<file path="src/core/README_unused.sv">
`timescale 1ns/1ps
`default_nettype none
`default_nettype wire

</file>
<file path="src/core/mmpp_pkg.sv">
`default_nettype none
package mmpp_pkg;
  // port base byte addresses
  localparam logic [31:0] MMPP_LAMP_BASE = 32'hff200000;
  localparam logic [31:0] MMPP_DIG_LOW_BASE = 32'hff200020;
  localparam logic [31:0] MMPP_DIG_HIGH_BASE = 32'hff200030;
  localparam logic [31:0] MMPP_LEVER_BASE = 32'hff200040;
  localparam logic [31:0] MMPP_BUTTON_BASE = 32'hff200050;
  localparam logic [31:0] MMPP_HDR_BASE = 32'hff200060;
  localparam logic [31:0] MMPP_SHIELD_BASE = 32'hff200100;
  localparam logic [31:0] MMPP_SHRST_BASE = 32'hff200110;
  // word offsets inside one port
  localparam logic [31:0] MMPP_DATA_OFS = 32'h0;
  localparam logic [31:0] MMPP_DIR_OFS = 32'h4;
  localparam logic [31:0] MMPP_MASK_OFS = 32'h8;
  localparam logic [31:0] MMPP_EDGE_OFS = 32'hc;
  // implemented widths
  localparam int MMPP_WORD_W = 32;
  localparam int MMPP_LAMP_W = 10;
  localparam int MMPP_LEVER_W = 10;
  localparam int MMPP_BUTTON_W = 2;
  localparam int MMPP_PORT_W = 32;
  localparam int MMPP_SEG_W = 8;
  // reset values
  localparam logic [31:0] MMPP_DATA_RST = 32'h0;
  localparam logic [31:0] MMPP_DIR_RST = 32'h0;
  localparam logic MMPP_SHRST_RST = 1'h0;
  localparam logic [31:0] MMPP_UNMAPPED_RD = 32'h0;
endpackage : mmpp_pkg
`default_nettype wire

</file>
<file path="src/core/mmpp_ports.sv">
`timescale 1ns/1ps
`default_nettype none
module mmpp_ports
  import mmpp_pkg::*;
#(
  parameter int HDR_W = MMPP_PORT_W,
  parameter int SHIELD_W = MMPP_PORT_W
)
(
  input wire logic mclk_i,
  input wire logic rst_b_i,
  input wire logic [31:0] addr_i,
  input wire logic wr_i,
  input wire logic rd_i,
  input wire logic [31:0] wdata_i,
  output logic [31:0] rdata_o,
  output logic rvalid_o,
  output logic [MMPP_LAMP_W-1:0] red_lamp_outputs_o,
  output logic [MMPP_SEG_W-1:0] digit_zero_o,
  output logic [MMPP_SEG_W-1:0] digit_one_o,
  output logic [MMPP_SEG_W-1:0] digit_two_o,
  output logic [MMPP_SEG_W-1:0] digit_three_o,
  output logic [MMPP_SEG_W-1:0] digit_four_o,
  output logic [MMPP_SEG_W-1:0] digit_five_o,
  input wire logic [MMPP_LEVER_W-1:0] slider_levers_i,
  input wire logic [MMPP_BUTTON_W-1:0] pushbutton_inputs_i,
  input wire logic [HDR_W-1:0] header_data_bits_i,
  output logic [HDR_W-1:0] header_data_bits_o,
  output logic [HDR_W-1:0] header_data_bits_oe_b_o,
  input wire logic [SHIELD_W-1:0] shield_user_signal_i,
  output logic [SHIELD_W-1:0] shield_user_signal_o,
  output logic [SHIELD_W-1:0] shield_user_signal_oe_b_o,
  output logic shield_reset_b_o
);

  localparam int IN_W = MMPP_LEVER_W + MMPP_BUTTON_W + HDR_W + SHIELD_W;

  if (HDR_W < 1 || HDR_W > MMPP_WORD_W || SHIELD_W < 1 || SHIELD_W > MMPP_WORD_W)
  begin : g_bad_width
    $error("port widths must lie between 1 and 32");
  end

  // bits 1:0 are dropped, so any byte address inside a word aliases to that word
  function automatic logic hit(input logic [31:0] a, input logic [31:0] b);
    hit = (a[31:2] == b[31:2]);
  endfunction : hit

  // three-stage pin synchroniser; a bit moves once stages two and three agree
  // costs two extra cycles of latency, but a one-cycle glitch never reaches a read
  logic [IN_W-1:0] raw_in;
  logic [IN_W-1:0] sync1;
  logic [IN_W-1:0] sync2;
  logic [IN_W-1:0] sync3;
  logic [IN_W-1:0] filt;
  logic [IN_W-1:0] next_filt;

  assign raw_in = {shield_user_signal_i, header_data_bits_i, pushbutton_inputs_i,
                   slider_levers_i};

  always_comb
  begin
    next_filt = ((sync2 ~^ sync3) & sync3) | ((sync2 ^ sync3) & filt);
  end

  always_ff @(posedge mclk_i or negedge rst_b_i)
  begin
    if (!rst_b_i)
    begin
      sync1 <= '0;
      sync2 <= '0;
      sync3 <= '0;
      filt <= '0;
    end
    else
    begin
      sync1 <= raw_in;
      sync2 <= sync1;
      sync3 <= sync2;
      filt <= next_filt;
    end
  end

  logic [MMPP_LEVER_W-1:0] lever_lvl;
  logic [MMPP_BUTTON_W-1:0] button_lvl;
  logic [HDR_W-1:0] hdr_pin;
  logic [SHIELD_W-1:0] shd_pin;

  assign lever_lvl = filt[MMPP_LEVER_W-1:0];
  assign button_lvl = filt[MMPP_LEVER_W +: MMPP_BUTTON_W];
  assign hdr_pin = filt[MMPP_LEVER_W + MMPP_BUTTON_W +: HDR_W];
  assign shd_pin = filt[MMPP_LEVER_W + MMPP_BUTTON_W + HDR_W +: SHIELD_W];

  // register file
  logic [MMPP_LAMP_W-1:0] lamp;
  logic [31:0] dig_low;
  logic [31:0] dig_high;
  logic [HDR_W-1:0] hdr_data;
  logic [HDR_W-1:0] hdr_dir;
  logic [HDR_W-1:0] hdr_oe_b;
  logic [SHIELD_W-1:0] shd_data;
  logic [SHIELD_W-1:0] shd_dir;
  logic [SHIELD_W-1:0] shd_oe_b;
  logic shd_rst;
  logic [31:0] rdata;
  logic rvalid;

  logic [MMPP_LAMP_W-1:0] next_lamp;
  logic [31:0] next_dig_low;
  logic [31:0] next_dig_high;
  logic [HDR_W-1:0] next_hdr_data;
  logic [HDR_W-1:0] next_hdr_dir;
  logic [SHIELD_W-1:0] next_shd_data;
  logic [SHIELD_W-1:0] next_shd_dir;
  logic next_shd_rst;
  logic [31:0] next_rdata;
  logic next_rvalid;

  // input bits show the pin, output bits show what is driven
  logic [HDR_W-1:0] hdr_view;
  logic [SHIELD_W-1:0] shd_view;

  assign hdr_view = (hdr_dir & hdr_data) | (~hdr_dir & hdr_pin);
  assign shd_view = (shd_dir & shd_data) | (~shd_dir & shd_pin);

  always_comb
  begin
    next_lamp = lamp;
    next_dig_low = dig_low;
    next_dig_high = dig_high;
    next_hdr_data = hdr_data;
    next_hdr_dir = hdr_dir;
    next_shd_data = shd_data;
    next_shd_dir = shd_dir;
    next_shd_rst = shd_rst;
    next_rvalid = rd_i;
    next_rdata = MMPP_UNMAPPED_RD;
    // writes; read-only, +8 and +c words silently drop writes
    // wdata bits above the lamp, header, shield or shield-reset width are cut off here; both digit words store all 32
    if (wr_i)
    begin
      if (hit(addr_i, MMPP_LAMP_BASE))
        next_lamp = wdata_i[MMPP_LAMP_W-1:0];
      else if (hit(addr_i, MMPP_DIG_LOW_BASE))
        next_dig_low = wdata_i;
      else if (hit(addr_i, MMPP_DIG_HIGH_BASE))
        next_dig_high = wdata_i;
      else if (hit(addr_i, MMPP_HDR_BASE + MMPP_DATA_OFS))
        next_hdr_data = wdata_i[HDR_W-1:0];
      else if (hit(addr_i, MMPP_HDR_BASE + MMPP_DIR_OFS))
        next_hdr_dir = wdata_i[HDR_W-1:0];
      else if (hit(addr_i, MMPP_SHIELD_BASE + MMPP_DATA_OFS))
        next_shd_data = wdata_i[SHIELD_W-1:0];
      else if (hit(addr_i, MMPP_SHIELD_BASE + MMPP_DIR_OFS))
        next_shd_dir = wdata_i[SHIELD_W-1:0];
      else if (hit(addr_i, MMPP_SHRST_BASE))
        next_shd_rst = wdata_i[0];
    end
    // reads; the +8/+c words of button, header and shield answer zero
    // a read beside a write in one cycle sees the old stored value
    if (rd_i)
    begin
      if (hit(addr_i, MMPP_LAMP_BASE))
        next_rdata = 32'(lamp);
      else if (hit(addr_i, MMPP_DIG_LOW_BASE))
        next_rdata = dig_low;
      else if (hit(addr_i, MMPP_DIG_HIGH_BASE))
        next_rdata = dig_high;
      else if (hit(addr_i, MMPP_LEVER_BASE))
        next_rdata = 32'(lever_lvl);
      else if (hit(addr_i, MMPP_BUTTON_BASE))
        next_rdata = 32'(button_lvl);
      else if (hit(addr_i, MMPP_HDR_BASE + MMPP_DATA_OFS))
        next_rdata = 32'(hdr_view);
      else if (hit(addr_i, MMPP_HDR_BASE + MMPP_DIR_OFS))
        next_rdata = 32'(hdr_dir);
      else if (hit(addr_i, MMPP_SHIELD_BASE + MMPP_DATA_OFS))
        next_rdata = 32'(shd_view);
      else if (hit(addr_i, MMPP_SHIELD_BASE + MMPP_DIR_OFS))
        next_rdata = 32'(shd_dir);
      else if (hit(addr_i, MMPP_SHRST_BASE))
        next_rdata = 32'(shd_rst);
    end
  end

  always_ff @(posedge mclk_i or negedge rst_b_i)
  begin
    if (!rst_b_i)
    begin
      lamp <= MMPP_DATA_RST[MMPP_LAMP_W-1:0];
      dig_low <= MMPP_DATA_RST;
      dig_high <= MMPP_DATA_RST;
      hdr_data <= MMPP_DATA_RST[HDR_W-1:0];
      hdr_dir <= MMPP_DIR_RST[HDR_W-1:0];
      hdr_oe_b <= ~MMPP_DIR_RST[HDR_W-1:0];
      shd_data <= MMPP_DATA_RST[SHIELD_W-1:0];
      shd_dir <= MMPP_DIR_RST[SHIELD_W-1:0];
      shd_oe_b <= ~MMPP_DIR_RST[SHIELD_W-1:0];
      shd_rst <= MMPP_SHRST_RST;
      rdata <= MMPP_UNMAPPED_RD;
      rvalid <= 1'h0;
    end
    else
    begin
      lamp <= next_lamp;
      dig_low <= next_dig_low;
      dig_high <= next_dig_high;
      hdr_data <= next_hdr_data;
      hdr_dir <= next_hdr_dir;
      // enable copy kept as its own flop so the pin enable is registered
      hdr_oe_b <= ~next_hdr_dir;
      shd_data <= next_shd_data;
      shd_dir <= next_shd_dir;
      shd_oe_b <= ~next_shd_dir;
      shd_rst <= next_shd_rst;
      rdata <= next_rdata;
      rvalid <= next_rvalid;
    end
  end

  assign rdata_o = rdata;
  assign rvalid_o = rvalid;
  assign red_lamp_outputs_o = lamp;
  // one bit per segment, straight from the stored word
  assign digit_zero_o = dig_low[0 +: MMPP_SEG_W];
  assign digit_one_o = dig_low[MMPP_SEG_W +: MMPP_SEG_W];
  assign digit_two_o = dig_low[2*MMPP_SEG_W +: MMPP_SEG_W];
  assign digit_three_o = dig_low[3*MMPP_SEG_W +: MMPP_SEG_W];
  assign digit_four_o = dig_high[0 +: MMPP_SEG_W];
  assign digit_five_o = dig_high[MMPP_SEG_W +: MMPP_SEG_W];
  // header bit n is header pin n in ascending order; spare pins not wired
  assign header_data_bits_o = hdr_data;
  assign header_data_bits_oe_b_o = hdr_oe_b;
  assign shield_user_signal_o = shd_data;
  assign shield_user_signal_oe_b_o = shd_oe_b;
  assign shield_reset_b_o = shd_rst;

  logic wr_lamp;
  logic rd_hdr;
  assign wr_lamp = wr_i && hit(addr_i, MMPP_LAMP_BASE);
  assign rd_hdr = rd_i && hit(addr_i, MMPP_HDR_BASE);
endmodule : mmpp_ports
`default_nettype wire

</file>
<file path="config.mk">
export PLATFORM = sky130hd
export DESIGN_NAME = mmpp_ports
export DESIGN_NICKNAME = d
export VERILOG_FILES = /design/src/core/README_unused.sv /design/src/core/mmpp_pkg.sv /design/src/core/mmpp_ports.sv
export SDC_FILE = /design/constraint.sdc
export NUM_CORES = 1
export LEC_CHECK = 0
export BUFFER_PORTS_ARGS = -buffer_cell sky130_fd_sc_hd__buf_4
export CAP_MARGIN = 20
export CORE_UTILIZATION = 53
export CTS_BUF_LIST = sky130_fd_sc_hd__clkbuf_8
export DETAILED_ROUTE_END_ITERATION = 6
export PLACE_DENSITY = 0.88
export SLEW_MARGIN = 20
export SYNTH_ARGS = -nofsm -noshare
export SYNTH_HDL_FRONTEND = slang
export SYNTH_SLANG_ARGS = --single-unit
</file>
<file path="constraint.sdc">
create_clock -name mclk_i -period 1.3 [get_ports mclk_i]
set_clock_uncertainty 0.05 [all_clocks]
set_input_delay 0.195 -clock mclk_i [delete_from_list [all_inputs] [get_ports mclk_i]]
set_output_delay 0.195 -clock mclk_i [all_outputs]
set_load 0.02 [all_outputs]
</file>
Yosys cells after proc, flatten, opt, wreduce, memory -nomap -nowiden
Index checks and enable logic that the tools add are counted.
- output and inout bits: 220
- register bits after elaboration: 604
- bits of input ports: 144
- muxes and demuxes: 25
- equal/unequal tests: 10
- reduce and logical (&&, ||, !) cells: 6
- bitwise operators: 22
- operator list (kind ; count):
    $mux W32 ; 24
    $eq A30 B30 Y1 const B ; 10
    $and A76 B76 Y76 ; 2
    $and A32 B32 Y32 ; 4
    $not A32 Y32 ; 4
    $or A76 B76 Y76 ; 1
    $xnor A76 B76 Y76 ; 1
    $xor A76 B76 Y76 ; 1
    $or A32 B32 Y32 ; 2
    $reduce_and A9 Y1 ; 1
    $not A1 Y1 ; 7
    $reduce_and A7 Y1 ; 1
    $reduce_and A5 Y1 ; 1
    $reduce_and A4 Y1 ; 1
    $reduce_and A3 Y1 ; 1
    $reduce_and A2 Y1 ; 1
    $mux W1 ; 1

Longest topological paths before layout
- depth in word-level cells: 12
- depth in mapped cells: 9
- gate-level depth less buffers: 5

Worst setup path after synthesis
No wires, ideal clock.
- kind: input-to-reg
- from: input addr_i[30]
- to: register shd_dir[3]
- setup slack: -1264 ps
- data arrival time: 2389 ps
- path buffers: 4
- setup time: 125 ps
- cell stages on the path: 9
- data required time: 1125 ps
- cell sequence: nand4_1 -> or4b_1 -> buf_2 -> or4_1 -> buf_2 -> nor4b_2 -> buf_4 -> buf_6 -> mux2_2
- cells in the longest elaborated chain, start to end: 9
- RTL lines (item ; line ; text):
    from (decl) ; mmpp_ports.sv:12 ; input wire logic [31:0] addr_i,
    $eq A30 B30 Y1 ; mmpp_ports.sv:45 ; hit = (a[31:2] == b[31:2]);
    $mux W32 ; mmpp_ports.sv:153 ; else if (hit(addr_i, MMPP_SHIELD_BASE + MMPP_DIR_OFS))
    $mux W32 ; mmpp_ports.sv:151 ; else if (hit(addr_i, MMPP_SHIELD_BASE + MMPP_DATA_OFS))
    $mux W32 ; mmpp_ports.sv:149 ; else if (hit(addr_i, MMPP_HDR_BASE + MMPP_DIR_OFS))
    $mux W32 ; mmpp_ports.sv:147 ; else if (hit(addr_i, MMPP_HDR_BASE + MMPP_DATA_OFS))
    $mux W32 ; mmpp_ports.sv:145 ; else if (hit(addr_i, MMPP_DIG_HIGH_BASE))
    $mux W32 ; mmpp_ports.sv:143 ; else if (hit(addr_i, MMPP_DIG_LOW_BASE))
    $mux W32 (*) ; mmpp_ports.sv:141 ; if (hit(addr_i, MMPP_LAMP_BASE))
    $mux W32 (*) ; mmpp_ports.sv:139 ; if (wr_i)
    via next_shd_dir[3] ; mmpp_ports.sv:113 ; logic [SHIELD_W-1:0] next_shd_dir;
    to (signal assigned) ; mmpp_ports.sv:196 ; shd_dir <= MMPP_DIR_RST[SHIELD_W-1:0];
    to (signal assigned) ; mmpp_ports.sv:212 ; shd_dir <= next_shd_dir;
    to (decl) ; mmpp_ports.sv:101 ; logic [SHIELD_W-1:0] shd_dir;
The timed path passes the listed nets; every way through them passes the cells marked *.
A chain may end at the register's enable or synchronous reset.

Worst setup path after layout
- from: input addr_i[9]
- to: register rdata[7] (netlist: rdata_o[7])
- cells in the longest elaborated chain, start to end: 11
- RTL lines (item ; line ; text):
    $eq A30 B30 Y1 ; mmpp_ports.sv:45 ;
    $mux W32 ; mmpp_ports.sv:178 ; else if (hit(addr_i, MMPP_SHIELD_BASE + MMPP_DIR_OFS))
    $mux W32 ; mmpp_ports.sv:176 ; else if (hit(addr_i, MMPP_SHIELD_BASE + MMPP_DATA_OFS))
    $mux W32 ; mmpp_ports.sv:174 ; else if (hit(addr_i, MMPP_HDR_BASE + MMPP_DIR_OFS))
    $mux W32 ; mmpp_ports.sv:172 ; else if (hit(addr_i, MMPP_HDR_BASE + MMPP_DATA_OFS))
    $mux W32 ; mmpp_ports.sv:170 ; else if (hit(addr_i, MMPP_BUTTON_BASE))
    $mux W32 ; mmpp_ports.sv:168 ; else if (hit(addr_i, MMPP_LEVER_BASE))
    $mux W32 ; mmpp_ports.sv:166 ; else if (hit(addr_i, MMPP_DIG_HIGH_BASE))
    $mux W32 ; mmpp_ports.sv:164 ; else if (hit(addr_i, MMPP_DIG_LOW_BASE))
    $mux W32 (*) ; mmpp_ports.sv:162 ; if (hit(addr_i, MMPP_LAMP_BASE))
    $mux W32 (*) ; mmpp_ports.sv:160 ; if (rd_i)
    via next_rdata[7] ; mmpp_ports.sv:115 ; logic [31:0] next_rdata;
    to (signal assigned) ; mmpp_ports.sv:215 ; rdata <= next_rdata;
    to (decl) ; mmpp_ports.sv:104 ; logic [31:0] rdata;
Marks and branches as above.

==> out/qor.yml <==
status: "finished with violations"
violations: "setup timing"
required_ns: 1.88
synth_ff_type: "dfrtp_1"
drive_above_1_share_pct: 53.4
num_vias: 19259
path_class: "in -> reg"
crit_chain: "buf_6 > or4b_4 > buf_4 > buf_8 > buf_4 > o31ai_4 > a21oi_2 > a2111o_1 > a22o_1"
crit_path_start: "addr_i[9]"
finalPower_w: 0.0400
p_leak_nw: 17.0
fin_ws_ns: -1.13
syn_area_um2: 22600
mostFrequentLayoutCell: "dfrtp_1"
grt_overflow_total: 0
num-nets-final: 2570
fp-row-count: 75
die_h_um: 208
cts_tree: "done"
ioPinCount: 364
syn_nets: 1678
r2r-start: "header_data_bits_o[7]"
power_per_cell_area_nw_per_um2: 1140
max_stage_delay_ns: 0.63
first_global_vias: 20222
wl_um: 103000
synth_edf_count: 0
grt_max_degree: 86
critPathSlowestCell: "a2111o_1"
grt_pass1_wl_um: 130000
post-route-period-util_pct: 187
core_area_um2: 42000
instances_no_fill: 2978
clockBufferDepth: 3
drtIter0Drc: 2438
setup_viol: 519
arrival_ns: 3.01
portBuffers: 361
reg2reg_slack_ns: -1.09
cp_max_fo: 4
htreeDepth: 3
yosys_warnings: 0
async_flop_share_pct: 100
routed_via_density: 6.47
clk_pin_slew_worst_paths_ns: 0.08
relSlewSlack_pct: 36.7
root_buffer: "clkbuf_8"
yosys.area_share.adder_pct: 4.21
maxCapViolCount: 0
synthMuxAreaShare_pct: 14.4
initial_core_util_pct: 53.7
synth_compound_area_share_pct: 8.94
syn_area_per_cell_um2: 15.5
syn_to_final_growth_pct: 54.9
synth_seq_area_share_pct: 67.3
ys_types: 53
most-common-layout-cells: "dfrtp_1 (534), buf_4 (401), buf_6 (298), clkbuf_8 (121), mux2_4 (115)"
crit_path_end_kind: "register"
synth-xor-area-share_pct: 0
syn_inst: 1458
timing.fmax_mhz: 412
worstMarginPinSlew_ns: 0.945
report.final.slew_viol_count: 0
drc_errors: 0
cpMostUsedCell: "buf_4"
ys_ff_latch: 604
clkSinkCount: 604
grt_usage_pct: 41.6
die-area_um2: 43500
timing.final.crit_period_ns: 2.43
hold_path_startpoint: "header_data_bits_i[5]"
wl_per_cell_um: 34.6
die_w_um: 208
cts_made_buffers: 94
fill_cells: 1798
clk_latency_ns: 0.76
synth_top_family_by_area: "multiplexers"
gp_congestion: 0.919
drtPass1Iterations: 6
hold_viol: 0
rsz0062_at_grt: "yes"
ant_nets: 0
antenna_found_initial: 11
cp_num_buf_inv: 4
irDropWorstVdd_mv: 1.06
placed_cells: 2439
cp_top_family: "compound AO/OA/AOI/OAI gates"
hold_path.class: "in -> reg"
worstSetupStartpointType: "input pin"
post-dp-hpwl_um: 41600
yosys.area_share.simple_pct: 2.78
-- logic make-up (layout without fill, tap and decap cells) --
kind of cell	Yosys count	count (layout)
flops	604	604
mux	299	299
compound gates	260	260
buf+inv	114	1087
simple gates	105	105
fa+ha+maj	76	76
other cells	0	8
-- cells in the mapped netlist (21+ instances only) --
cell / n / share of area (%)
nor2_1: 31 / 0.52
inv_1: 27 / 0.45
dfstp_2: 64 / 7.4
o32ai_1: 22 / 0.85
mux2i_1: 94 / 4.2
dfrtp_1: 540 / 60
clkbuf_1: 39 / 0.65
mux2_1: 29 / 1.4
o311a_1: 21 / 0.93
a211oi_1: 21 / 0.70
a21o_1: 82 / 2.7
o2111ai_1: 31 / 1.2
mux2_2: 176 / 8.8
o21a_1: 21 / 0.70
ha_1: 76 / 4.2
-- routing by layer --
metal	vias to the layer above	track usage (%)	wire, µm
li1	7131	-	-
met5	-	0	217
met3	757	14.9	12900
met2	1746	66.2	46500
met1	9613	45.5	32700
met4	12	32.4	10800
-- what timing repair did --
action | in CTS | in global routing
hold endpoints to repair | 950 | 0
gates cloned | 14 | 11
setup buffers | 160 | 68
endpoints found under the setup margin | 519 | 519
hold buffers | 113 | 0
pin swaps | 19 | 18
gates resized for setup | 456 | 162
-- path summary, 6_finish.rpt --
path                            depth (start not counted)                       endpoint
max in group asynchronous                               3                      sync1[44]
min in group asynchronous                               2  shield_user_signal_oe_b_o[30]
worst max-delay path                                    9                     rdata_o[7]
worst min register to register                          0                      sync2[16]
worst max register to register                          5                     rdata_o[7]
worst min-delay path                                    2                      sync1[17]
-- final cells by class --
type / count / area, µm² / share of cell area (%)
Multi-Input combinational cell: 740 / 8040 / 23.0
Tap cell: 539 / 674 / 1.93
Antenna cell: 8 / 20.0 / 0.0572
Inverter: 27 / 101 / 0.290
Clock inverter: 56 / 305 / 0.873
Clock buffer: 121 / 1670 / 4.76
Timing Repair Buffer: 883 / 8980 / 25.7
Sequential cell: 604 / 15200 / 43.4
-- power breakdown --
| part | internal, W | switching [W] | leakage, nW |
|---|---|---|---|
| Clock | 0.00866 | 0.00877 | 1.16 |
| Sequential | 0.0194 | 0.000479 | 7.54 |
| Combinational | 0.00118 | 0.00149 | 8.32 |
-- state kept, by name (all words and copies together) (netlist names), 76 cells and up --
signal	count
sync2	76
filt	76
sync3	76
sync1	76
-- worst register-to-register path, cell delays in order (launching register included) --
cell      delay, ns
dfrtp_1        0.43
buf_4          0.17
o31ai_4        0.55
a21oi_2        0.17
a2111o_1       0.63
a22o_1         0.27
-- per-stage QoR --
step	hold WS [ns]	instance area (µm²)	setup TNS, ns	util (%)	worst slack [ns]
4_1_cts	0.00490	33600	-190.83	80.0	-0.619
2_1_floorplan	-0.151	22600	-315.40	-	-1.26
3_3_place_gp	0.00283	27200	-384.75	64.7	-1.46
3_5_place_dp	0.00341	27200	-389.58	64.7	-1.48
5_1_grt	0.0189	35000	-254.73	83.2	-1.02
6_report	0.0454	35000	-254.43	83.2	-1.13
No activity file was read; power rests on OpenSTA's default activity.
